## src/hw/svm_pkg.sv

```systemverilog
// Constants and types of the supply monitor controller
package svm_pkg;
    // Register port geometry
    localparam int ADDR_W = 4;
    localparam int DATA_W = 16;

    // Register offsets (byte addresses of 16-bit registers)
    localparam logic [3:0] OFS_CLOCK_CONTROL  = 4'h0;
    localparam logic [3:0] OFS_CONTROL        = 4'h2;
    localparam logic [3:0] OFS_FLAG           = 4'h4;
    localparam logic [3:0] OFS_IRQ_ENABLE     = 4'h6;
    localparam logic [3:0] OFS_PROTECTION_KEY = 4'h8;

    // monitor_clock_control fields
    localparam int POS_DEBUG_RUN = 8;
    localparam int POS_CLOCK_DIV = 4;
    localparam int POS_CLOCK_SRC = 0;
    // monitor_control fields
    localparam int POS_SOURCE_SEL = 15;
    localparam int POS_SUCC_COUNT = 13;
    localparam int POS_THRESHOLD  = 8;
    localparam int POS_RESET_KEY  = 4;
    localparam int POS_MODE       = 1;
    localparam int POS_ENABLE     = 0;
    // monitor_flag_register fields
    localparam int POS_RESULT     = 8;
    localparam int POS_FLAG       = 0;
    // monitor_irq_enable_register fields
    localparam int POS_IRQ_ENABLE = 0;

    // Reset values
    localparam logic       RST_DEBUG_RUN  = 1'b1;
    localparam logic [2:0] RST_CLOCK_DIV  = 3'h0;
    localparam logic [1:0] RST_CLOCK_SRC  = 2'h0;
    localparam logic       RST_SOURCE_SEL = 1'b0;
    localparam logic [1:0] RST_SUCC_COUNT = 2'h0;
    localparam logic [4:0] RST_THRESHOLD  = 5'h1e;
    localparam logic [3:0] RST_RESET_KEY  = 4'h0;
    localparam logic [1:0] RST_MODE       = 2'h0;
    localparam logic [15:0] RST_PROT_KEY  = 16'h0000;

    // Codes
    localparam logic [15:0] PROT_UNLOCK   = 16'h0096;
    localparam logic [3:0]  KEY_ISSUE_RST = 4'ha;
    localparam logic [1:0]  MODE_CONTINUOUS = 2'h0;
    localparam logic [2:0]  DIV_MAX       = 3'h5;
    localparam logic [7:0]  DIV_BASE      = 8'h04;
    localparam logic [9:0]  PERIOD_BASE   = 10'h080;
    localparam int          SETTLE_TICKS  = 2;

    typedef enum logic [1:0] {
        SVM_IDLE   = 2'b00,
        SVM_SETTLE = 2'b01,
        SVM_SAMPLE = 2'b11,
        SVM_REST   = 2'b10
    } svm_state_type;
endpackage

```

## src/hw/svm_supply_monitor.sv

```systemverilog
// Supply monitor controller: clocking, detection sequencing, flag and reset issue
// How it works
// RULE1 - Software unlocks key, clears enable, relocks
// RULE2 - Result reads 1 below threshold, else 0
// RULE3 - Software waits enable response before reading result
// RULE4 - Software waits after threshold change while enabled
// RULE5 - Mode 0 detects continuously, updating result
// RULE6 - Continuous low: interrupt, or reset if key 0xa
// RULE7 - Interval modes power, detect once, power off
// RULE8 - Interval mode fires after successive lows reached
// RULE9 - Interrupt request only when flag and enable
// RULE10 - Flag sticky; cleared only by writing 1
// RULE11 - Interrupt function only when key not 0xa
// RULE12 - Reset issued when flag would be set
// RULE13 - After reset issue, run continuous mode
// RULE14 - External sense stays routed during monitor reset
// RULE15 - Hold reset until result returns to 0
// RULE16 - Reset state restores clock control defaults
// RULE17 - Reset state clears count and mode fields
// RULE18 - Reset state keeps flag, clears interrupt enable
// RULE19 - Debug run gates detector clock in debug
// RULE20 - Clock source and divider code selection
// RULE21 - Count write effective only in interval mode
// RULE22 - Software aims detector clock near 32 kHz
// RULE23 - Interval periods 128, 256, 512 ticks
// RULE24 - Count codes need 1, 2, 4, 8 lows
// RULE25 - Disable resets detector; bit reads 0 afterwards
// RULE26 - Field change or flag clear restarts sequencing
// RULE27 - Comparator input sampled, latched at detection
//
// Local design decisions: the strobed register port and the register offsets.
`timescale 1ns/10ps
module svm_supply_monitor
    import svm_pkg::*;
#(
    parameter int SETTLE = SETTLE_TICKS
) (
    // Clock, reset, clock enable
    input  wire logic              clk,
    input  wire logic              rstn,
    input  wire logic              ce,
    // Register port
    input  wire logic [ADDR_W-1:0] addr,
    input  wire logic [DATA_W-1:0] wr_data,
    input  wire logic              wr_en,
    input  wire logic              rd_en,
    output logic      [DATA_W-1:0] rd_data,
    // Detector clock sources, debug state
    input  wire logic              internal_oscillator,
    input  wire logic              low_speed_oscillator,
    input  wire logic              high_speed_oscillator,
    input  wire logic              external_clock_input,
    input  wire logic              debug_mode,
    // Analog comparator
    input  wire logic              comparator_low,
    output logic                   comparator_power,
    output logic      [4:0]        threshold_select,
    output logic                   supply_source_select,
    output logic                   external_sense_route,
    // System outputs
    output logic                   irq,
    output logic                   monitor_reset
);

    logic              rst_meta;
    logic              rst_n;
    logic [3:0]        src_meta;
    logic [3:0]        src_sync;
    logic [3:0]        src_prev;
    logic [3:0]        src_edge;
    logic              cmp_meta;
    logic              cmp_low;

    logic              debug_run;
    logic [2:0]        clock_divider;
    logic [1:0]        clock_source;
    logic [1:0]        successive_count;
    logic [3:0]        reset_issue_key;
    logic [1:0]        interval_mode;
    logic              detector_enable;
    logic              stopping;
    logic              low_voltage_flag;
    logic              low_voltage_irq_enable;
    logic              detection_result;
    logic [15:0]       protection_key;
    logic              reset_state;

    logic [6:0]        div_cnt;
    logic              tick;
    svm_state_type     state;
    logic [8:0]        period_cnt;
    logic [7:0]        settle_cnt;
    logic [3:0]        low_cnt;

    logic              unlocked;
    logic              wr_clk_ctl;
    logic              wr_ctl;
    logic              flag_clear;
    logic              restart;
    logic              sample;
    logic              trigger;
    logic              key_is_reset;
    logic [1:0]        next_succ;
    logic [6:0]        div_last;
    logic [8:0]        period_last;
    logic [3:0]        need;

    // Reset release through two flip-flops
    always_ff @(posedge clk or negedge rstn) begin
        if (!rstn) begin
            rst_meta <= 1'b0;
            rst_n    <= 1'b0;
        end else begin
            rst_meta <= 1'b1;
            rst_n    <= rst_meta;
        end
    end

    // Pin synchronisers: sources and comparator
    genvar g;
    generate
        for (g = 0; g < 4; g++) begin : gen_src
            logic src_pin;
            assign src_pin = (g == 0) ? internal_oscillator :
                             (g == 1) ? low_speed_oscillator :
                             (g == 2) ? high_speed_oscillator : external_clock_input;
            always_ff @(posedge clk or negedge rst_n) begin
                if (!rst_n) begin
                    src_meta[g] <= 1'b0;
                    src_sync[g] <= 1'b0;
                    src_prev[g] <= 1'b0;
                end else if (ce) begin
                    src_meta[g] <= src_pin;
                    src_sync[g] <= src_meta[g];
                    src_prev[g] <= src_sync[g];
                end
            end
            assign src_edge[g] = src_sync[g] & ~src_prev[g];
        end
    endgenerate

    always_ff @(posedge clk or negedge rst_n) begin
        if (!rst_n) begin
            cmp_meta <= 1'b0;
            cmp_low  <= 1'b0;
        end else if (ce) begin
            cmp_meta <= comparator_low;
            cmp_low  <= cmp_meta;
        end
    end

    // Decode
    assign unlocked     = (protection_key == PROT_UNLOCK);
    assign wr_clk_ctl   = wr_en && addr == OFS_CLOCK_CONTROL && unlocked;
    assign wr_ctl       = wr_en && addr == OFS_CONTROL && unlocked;
    assign flag_clear   = wr_en && addr == OFS_FLAG && wr_data[POS_FLAG];
    assign key_is_reset = (reset_issue_key == KEY_ISSUE_RST);
    assign next_succ    = (interval_mode != MODE_CONTINUOUS) ?
                          wr_data[POS_SUCC_COUNT +: 2] : successive_count; // RULE21

    // Sequencing restarts on count, reset key or mode change, or on clearing a set flag, while running
    assign restart = detector_enable && ((wr_ctl && (next_succ != successive_count ||
                     wr_data[POS_RESET_KEY +: 4] != reset_issue_key ||
                     wr_data[POS_MODE +: 2] != interval_mode)) ||
                     (flag_clear && low_voltage_flag)); // RULE26

    always_ff @(posedge clk or negedge rst_n) begin
        if (!rst_n) begin
            protection_key <= RST_PROT_KEY;
        end else if (ce && wr_en && addr == OFS_PROTECTION_KEY) begin
            protection_key <= wr_data;
        end
    end

    // Clock control register; defaults forced while reset is issued
    always_ff @(posedge clk or negedge rst_n) begin
        if (!rst_n) begin
            debug_run     <= RST_DEBUG_RUN;
            clock_divider <= RST_CLOCK_DIV;
            clock_source  <= RST_CLOCK_SRC;
        end else if (ce) begin
            if (reset_state) begin
                debug_run     <= RST_DEBUG_RUN; // RULE16
                clock_divider <= RST_CLOCK_DIV;
                clock_source  <= RST_CLOCK_SRC;
            end else if (wr_clk_ctl) begin
                debug_run     <= wr_data[POS_DEBUG_RUN];
                clock_divider <= wr_data[POS_CLOCK_DIV +: 3];
                clock_source  <= wr_data[POS_CLOCK_SRC +: 2];
            end
        end
    end

    // Control register
    always_ff @(posedge clk or negedge rst_n) begin
        if (!rst_n) begin
            supply_source_select <= RST_SOURCE_SEL;
            successive_count     <= RST_SUCC_COUNT;
            threshold_select     <= RST_THRESHOLD;
            reset_issue_key      <= RST_RESET_KEY;
            interval_mode        <= RST_MODE;
        end else if (ce) begin
            if (reset_state || trigger && key_is_reset) begin
                successive_count <= RST_SUCC_COUNT; // RULE17
                interval_mode    <= MODE_CONTINUOUS; // RULE13
            end else if (wr_ctl) begin
                supply_source_select <= wr_data[POS_SOURCE_SEL];
                successive_count     <= next_succ;
                threshold_select     <= wr_data[POS_THRESHOLD +: 5];
                reset_issue_key      <= wr_data[POS_RESET_KEY +: 4];
                interval_mode        <= wr_data[POS_MODE +: 2];
            end
        end
    end

    // Enable bit drops only once the detector has been reset
    always_ff @(posedge clk or negedge rst_n) begin
        if (!rst_n) begin
            detector_enable <= 1'b0;
            stopping        <= 1'b0;
        end else if (ce) begin
            if (stopping) begin
                detector_enable <= 1'b0; // RULE25
                stopping        <= 1'b0;
            end else if (wr_ctl && !wr_data[POS_ENABLE] && detector_enable) begin
                stopping <= 1'b1; // RULE25
            end else if (wr_ctl && wr_data[POS_ENABLE]) begin
                detector_enable <= 1'b1;
            end
        end
    end

    // Detector clock: source select, divider, debug gating
    assign div_last = 7'((DIV_BASE << ((clock_divider > DIV_MAX) ? DIV_MAX : clock_divider)) - 8'h01);

    always_ff @(posedge clk or negedge rst_n) begin
        if (!rst_n) begin
            div_cnt <= 7'h00;
        end else if (ce && src_edge[clock_source]) begin
            div_cnt <= (div_cnt == div_last) ? 7'h00 : div_cnt + 7'h01;
        end
    end

    always_comb begin
        if (debug_mode && !debug_run) begin
            tick = 1'b0; // RULE19
        end else if (clock_source[0]) begin
            tick = src_edge[clock_source]; // RULE20
        end else begin
            tick = src_edge[clock_source] && div_cnt == div_last; // RULE20
        end
    end

    // Detection sequencer
    assign period_last = 9'((PERIOD_BASE << (interval_mode - 2'h1)) - 10'h001); // RULE23
    assign sample      = tick && state == SVM_SAMPLE;

    always_ff @(posedge clk or negedge rst_n) begin
        if (!rst_n) begin
            state      <= SVM_IDLE;
            period_cnt <= 9'h000;
            settle_cnt <= 8'h00;
        end else if (ce) begin
            if (restart || stopping || !detector_enable) begin
                state      <= SVM_IDLE; // RULE25
                period_cnt <= 9'h000;
                settle_cnt <= 8'h00;
            end else if (tick) begin
                period_cnt <= period_cnt + 9'h001;
                case (state)
                    SVM_IDLE: begin
                        state      <= SVM_SETTLE;
                        period_cnt <= 9'h000;
                        settle_cnt <= 8'h00;
                    end
                    SVM_SETTLE: begin
                        settle_cnt <= settle_cnt + 8'h01;
                        if (settle_cnt >= 8'(SETTLE - 1)) begin
                            state <= SVM_SAMPLE;
                        end
                    end
                    SVM_SAMPLE: begin
                        if (interval_mode != MODE_CONTINUOUS) begin
                            state <= SVM_REST; // RULE7
                        end
                    end
                    SVM_REST: begin
                        if (interval_mode == MODE_CONTINUOUS || period_cnt >= period_last) begin
                            state      <= SVM_SETTLE; // RULE7
                            period_cnt <= 9'h000;
                            settle_cnt <= 8'h00;
                        end
                    end
                    default: begin
                        state <= SVM_IDLE;
                    end
                endcase
            end
        end
    end

    // Comparator powered only around a detection
    assign comparator_power = state == SVM_SETTLE || state == SVM_SAMPLE; // RULE7

    // Result latch
    always_ff @(posedge clk or negedge rst_n) begin
        if (!rst_n) begin
            detection_result <= 1'b0;
        end else if (ce && sample) begin
            detection_result <= cmp_low; // RULE27 RULE2 RULE5
        end
    end

    // Successive low counter
    assign need = 4'(4'h1 << successive_count); // RULE24

    always_ff @(posedge clk or negedge rst_n) begin
        if (!rst_n) begin
            low_cnt <= 4'h0;
        end else if (ce) begin
            if (restart || stopping || !detector_enable) begin
                low_cnt <= 4'h0;
            end else if (sample) begin
                low_cnt <= (cmp_low && low_cnt + 4'h1 < need) ? low_cnt + 4'h1 : 4'h0;
            end
        end
    end

    always_comb begin
        if (!sample || !cmp_low) begin
            trigger = 1'b0;
        end else if (interval_mode == MODE_CONTINUOUS) begin
            trigger = 1'b1; // RULE6
        end else begin
            trigger = low_cnt + 4'h1 >= need; // RULE8
        end
    end

    // Sticky flag; a new event wins over a clear in the same cycle
    always_ff @(posedge clk or negedge rst_n) begin
        if (!rst_n) begin
            low_voltage_flag <= 1'b0;
        end else if (ce) begin
            if (trigger) begin
                low_voltage_flag <= 1'b1; // RULE10 RULE12 RULE18
            end else if (flag_clear) begin
                low_voltage_flag <= 1'b0; // RULE10
            end
        end
    end

    always_ff @(posedge clk or negedge rst_n) begin
        if (!rst_n) begin
            low_voltage_irq_enable <= 1'b0;
        end else if (ce) begin
            if (reset_state || trigger && key_is_reset) begin
                low_voltage_irq_enable <= 1'b0; // RULE18
            end else if (wr_en && addr == OFS_IRQ_ENABLE) begin
                low_voltage_irq_enable <= wr_data[POS_IRQ_ENABLE];
            end
        end
    end

    // Reset issue, held until the result reads high supply
    always_ff @(posedge clk or negedge rst_n) begin
        if (!rst_n) begin
            reset_state <= 1'b0;
        end else if (ce) begin
            if (trigger && key_is_reset) begin
                reset_state <= 1'b1; // RULE12 RULE6
            end else if (stopping || sample && !cmp_low) begin
                reset_state <= 1'b0; // RULE15
            end
        end
    end

    assign monitor_reset        = reset_state;
    assign irq                  = low_voltage_flag && low_voltage_irq_enable && !key_is_reset; // RULE9 RULE11
    assign external_sense_route = supply_source_select && detector_enable; // RULE14

    // Read data, one cycle after the strobe
    always_ff @(posedge clk or negedge rst_n) begin
        if (!rst_n) begin
            rd_data <= '0;
        end else if (ce) begin
            rd_data <= '0;
            if (rd_en) begin
                case (addr)
                    OFS_CLOCK_CONTROL: begin
                        rd_data[POS_DEBUG_RUN]      <= debug_run;
                        rd_data[POS_CLOCK_DIV +: 3] <= clock_divider;
                        rd_data[POS_CLOCK_SRC +: 2] <= clock_source;
                    end
                    OFS_CONTROL: begin
                        rd_data[POS_SOURCE_SEL]      <= supply_source_select;
                        rd_data[POS_SUCC_COUNT +: 2] <= successive_count;
                        rd_data[POS_THRESHOLD +: 5]  <= threshold_select;
                        rd_data[POS_RESET_KEY +: 4]  <= reset_issue_key;
                        rd_data[POS_MODE +: 2]       <= interval_mode;
                        rd_data[POS_ENABLE]          <= detector_enable;
                    end
                    OFS_FLAG: begin
                        rd_data[POS_RESULT] <= detection_result;
                        rd_data[POS_FLAG]   <= low_voltage_flag;
                    end
                    OFS_IRQ_ENABLE: begin
                        rd_data[POS_IRQ_ENABLE] <= low_voltage_irq_enable;
                    end
                    OFS_PROTECTION_KEY: begin
                        rd_data <= protection_key;
                    end
                    default: begin
                        rd_data <= '0;
                    end
                endcase
            end
        end
    end

endmodule

```

## config.mk

```make
export PLATFORM = sky130hd
export DESIGN_NAME = svm_supply_monitor
export DESIGN_NICKNAME = d
export VERILOG_FILES = /design/src/hw/svm_pkg.sv /design/src/hw/svm_supply_monitor.sv
export SDC_FILE = /design/constraint.sdc
export NUM_CORES = 1
export LEC_CHECK = 0
export BUFFER_PORTS_ARGS = -buffer_cell sky130_fd_sc_hd__clkbuf_2
export CORE_MARGIN = 2
export CORE_UTILIZATION = 45
export DETAILED_ROUTE_END_ITERATION = 8
export PLACE_DENSITY = 0.69
export SYNTH_ARGS = -nofsm -noshare
export SYNTH_HDL_FRONTEND = slang
export SYNTH_SLANG_ARGS = --single-unit
export TNS_END_PERCENT = 50
```

## constraint.sdc

```tcl
create_clock -name clk -period 3.9 [get_ports clk]
set_input_delay 0.78 -clock clk [delete_from_list [all_inputs] [get_ports clk]]
set_output_delay 0.78 -clock clk [all_outputs]
set_load 0.05 [all_outputs]
```

==> flow_metrics.py <==
metrics = {
    "setup_path": {
        "cp_data_arrival_time_ps": 3490,
        "rr_worst_depth": 9,
        "critPathKind": "reg2reg",
        "r2r-end": "period_cnt[7]$_DFFE_PN0P_",
        "startpoint_type": "flip-flop",
        "reg2reg_slack_ps": 630,
        "crit_fanout": 11,
        "crit_path_end_kind": "flip-flop",
        "timing.rr.start": "clock_divider[0]$_DFFE_PN0P_",
        "crit_required_ps": 4130,
    },
    "yosys": {
        "async_flop_share": 1.00,
        "synth_enable_flop_cells": 0,
        "synth_ff_type": "dfrtp_1",
        "syn_area_sq_um": 5800,
        "syn_nets": 605,
        "netlist_instances": 554,
        "ys_ff_latch": 104,
        "yosysSeqAreaShare": 0.450,
        "yosysWarnings": 0,
        "synth_cell_types": 78,
        "syn_avg_cell_area_sq_um": 10.5,
    },
    "die": {
        "initial_utilization": 0.459,
        "rows": 41,
        "die_w_um": 117,
        "core_sq_um": 12600,
        "die_y_um": 117,
        "ios": 57,
        "dieArea_sq_um": 13800,
    },
    "grt": {
        "grt_pass1_wl_um": 23600,
        "gr-usage-met2": 0.355,
        "grt-ovfl-total": 0,
        "antenna_found_initial": 0,
        "busiest_layer": "met2",
        "grt_usage": 0.209,
        "grt_max_degree": 77,
        "grt_pass1_vias": 4694,
        "met1_usage": 0.277,
        "grt_use_met3": 0.0296,
    },
    "power": {
        "intPower_mw": 1.77,
        "p_switching_uw": 634,
        "clkPwrFrac": 0.375,
        "total_power_mw": 2.41,
        "sequentialPowerShare": 0.513,
        "static-leakage-power_nw": 2.81,
        "p_comb_frac": 0.112,
        "irDropWorstVdd_uv": 184,
        "p_per_area_nw_per_um2": 371,
        "switching_share": 0.263,
    },
    "route": {
        "routed_wl_um": 14000,
        "drt-initial-drc-count": 384,
        "vias": 4667,
        "routed_via_density": 6.01,
        "wire_per_inst_um": 18.0,
        "drc": 0,
        "drtPass1Iterations": 5,
        "ant_nets": 0,
    },
    "cts": {
        "cts_buffers": 9,
        "htreeDepth": 3,
        "cts_buffer_depth": 2,
        "cts_sinks": 104,
        "postCtsSetupRepairBufs": 0,
        "ctsHoldBuffers": 0,
        "clk_pin_slew_worst_paths_ps": 70,
        "cts_resized": 0,
        "cts_root_buffer": "clkbuf_16",
        "clk_latency_ps": 340,
        "cts_tree": "done",
    },
    "sta": {
        "fin_ws_ps": 631,
        "setup_violations": 0,
        "skew_ps": 9.42,
        "final.period_utilization": 0.838,
        "fmax_ghz": 0.306,
        "relSlewSlack": 0.340,
        "hold_ws_ps": 203,
        "maxSlewViolCount": 0,
        "hold_viol_final": 0,
        "worstMarginPinSlew_ps": 990,
        "rsz0062_at_grt": "no",
        "finalSetupTns_ps": 0,
        "min_period_ps": 3270,
    },
    "layout": {
        "fillers": 1164,
        "layout.nets": 650,
        "syn_to_final_growth_pct": 12.1,
        "layout-drive-gt1-share": 0.240,
        "diodes": 0,
    },
    "run_status": {
        "status": "complete, no violations",
    },
    "place": {
        "hpwl_um": 10100,
        "place_ws_ps": 695,
        "gp_congestion": 0.936,
        "port-buffer-count": 56,
    },
    "run": {
        "maxCapViolCount": 0,
    },
    "min_path": {
        "hp-class": "in2async",
    },
}
-- state kept, by name, indices dropped and copies added (netlist names), 5 cells and up --
| register | flops |
|---|---|
| period_cnt | 9 |
| settle_cnt | 8 |
| div_cnt | 7 |
| rd_data | 16 |
| protection_key | 16 |
| threshold_select | 5 |
-- area by class of cell --
cell class                      count  area (sq um)  share of cell area
Clock buffer                       11           233              0.0358
Clock inverter                      5          56.3             0.00867
Inverter                           36           135              0.0208
Multi-Input combinational cell    387          2930               0.451
Sequential cell                   104          2610               0.402
Tap cell                          172           215              0.0331
Timing Repair Buffer               61           318              0.0489
-- worst max path at each step --
stage,start,to,cells after the start
final,clock_divider[0]$_DFFE_PN0P_,period_cnt[7]$_DFFE_PN0P_,9
after global routing,clock_divider[0]$_DFFE_PN0P_,period_cnt[7]$_DFFE_PN0P_,9
after CTS,clock_divider[0]$_DFFE_PN0P_,period_cnt[7]$_DFFE_PN0P_,9
after detailed placement,clock_divider[0]$_DFFE_PN0P_,period_cnt[7]$_DFFE_PN0P_,9
after global placement,clock_divider[1]$_DFFE_PN0P_,reset_issue_key[3]$_DFFE_PN0P_,9
after floorplan,rst_n$_DFF_PN0_,clock_divider[0]$_DFFE_PN0P_,0
-- critical path, cell delays in order (launching register included) --
cell	delay [ps]
dfrtp_1	450
nor3_1	300
inv_1	100
ha_1	310
xor2_1	140
o2111ai_1	160
nor2_1	390
a31o_1	530
nand4_2	340
o41ai_1	430
-- synthesized netlist by cell type (6+ instances only) --
| cell type | instances | area [sq um] |
|---|---|---|
| nand2_1 | 48 | 180 |
| nor2b_1 | 7 | 43.8 |
| o21ai_0 | 21 | 105 |
| a21oi_1 | 14 | 70.1 |
| dfrtp_1 | 99 | 2480 |
| nor2_1 | 20 | 75.1 |
| a22oi_1 | 9 | 67.6 |
| and3_1 | 6 | 37.5 |
| o22ai_1 | 6 | 37.5 |
| or2_2 | 6 | 37.5 |
| buf_2 | 7 | 35.0 |
| mux2_2 | 39 | 439 |
| nand4_1 | 15 | 93.8 |
| clkbuf_1 | 14 | 52.6 |
| nand2b_1 | 7 | 43.8 |
| inv_1 | 35 | 131 |
| o2bb2ai_1 | 14 | 123 |
| o211ai_1 | 15 | 113 |
| nand3_1 | 18 | 90.1 |
| xor2_1 | 11 | 96.3 |
| mux2i_1 | 6 | 60.1 |
| ha_1 | 20 | 250 |
-- metrics by stage --
stage	cell area (sq um)	util	instances
3_3_place_gp	6210	0.492	760
3_5_place_dp	6210	0.492	760
6_report	6500	0.515	776
4_1_cts	6500	0.515	776
5_1_grt	6500	0.515	776
2_1_floorplan	5800	-	554
-- power groups by stage --
stage	sequential [mW]	clock, mW	combinational, mW
detailed placement	1.26	0	0.268
CTS	1.24	0.910	0.270
global placement	1.25	0	0.259
floorplan	1.24	0	0.194
global route	1.25	0.958	0.299
finish	1.24	0.903	0.269
-- cells in the final DEF (no fill, tap or decap), types with 7 or more instances in the layout --
master / Yosys / final
a21oi_1: 14 / 14
a22oi_1: 9 / 9
clkbuf_16: 0 / 9
clkbuf_2: 0 / 56
dfrtp_1: 99 / 98
ha_1: 20 / 20
inv_1: 35 / 35
mux2_2: 39 / 39
nand2_1: 48 / 48
nand2b_1: 7 / 7
nand3_1: 18 / 18
nand4_1: 15 / 15
nor2_1: 20 / 20
nor2b_1: 7 / 7
o211ai_1: 15 / 15
o21ai_0: 21 / 21
o2bb2ai_1: 14 / 14
xor2_1: 11 / 11
-- cells by family after synthesis --
| kind of cell | synth area share |
|---|---|
| AOI/OAI and AO/OA | 0.186 |
| xor gates and xnor gates | 0.0196 |
| adders and majority gates | 0.0449 |
| buffers and inverters | 0.0449 |
| DFF | 0.450 |
| muxes | 0.0900 |
| other | 0.000647 |
| and+or+nand+nor | 0.164 |
-- metal layers --
metal  vias to the layer above  share of wire
met1                      2337           0.45
met5                         -              0
met4                         0          0.018
met3                        22          0.051
li1                       2164              -
met2                       144           0.48
Power figures use the tool's default switching activity.
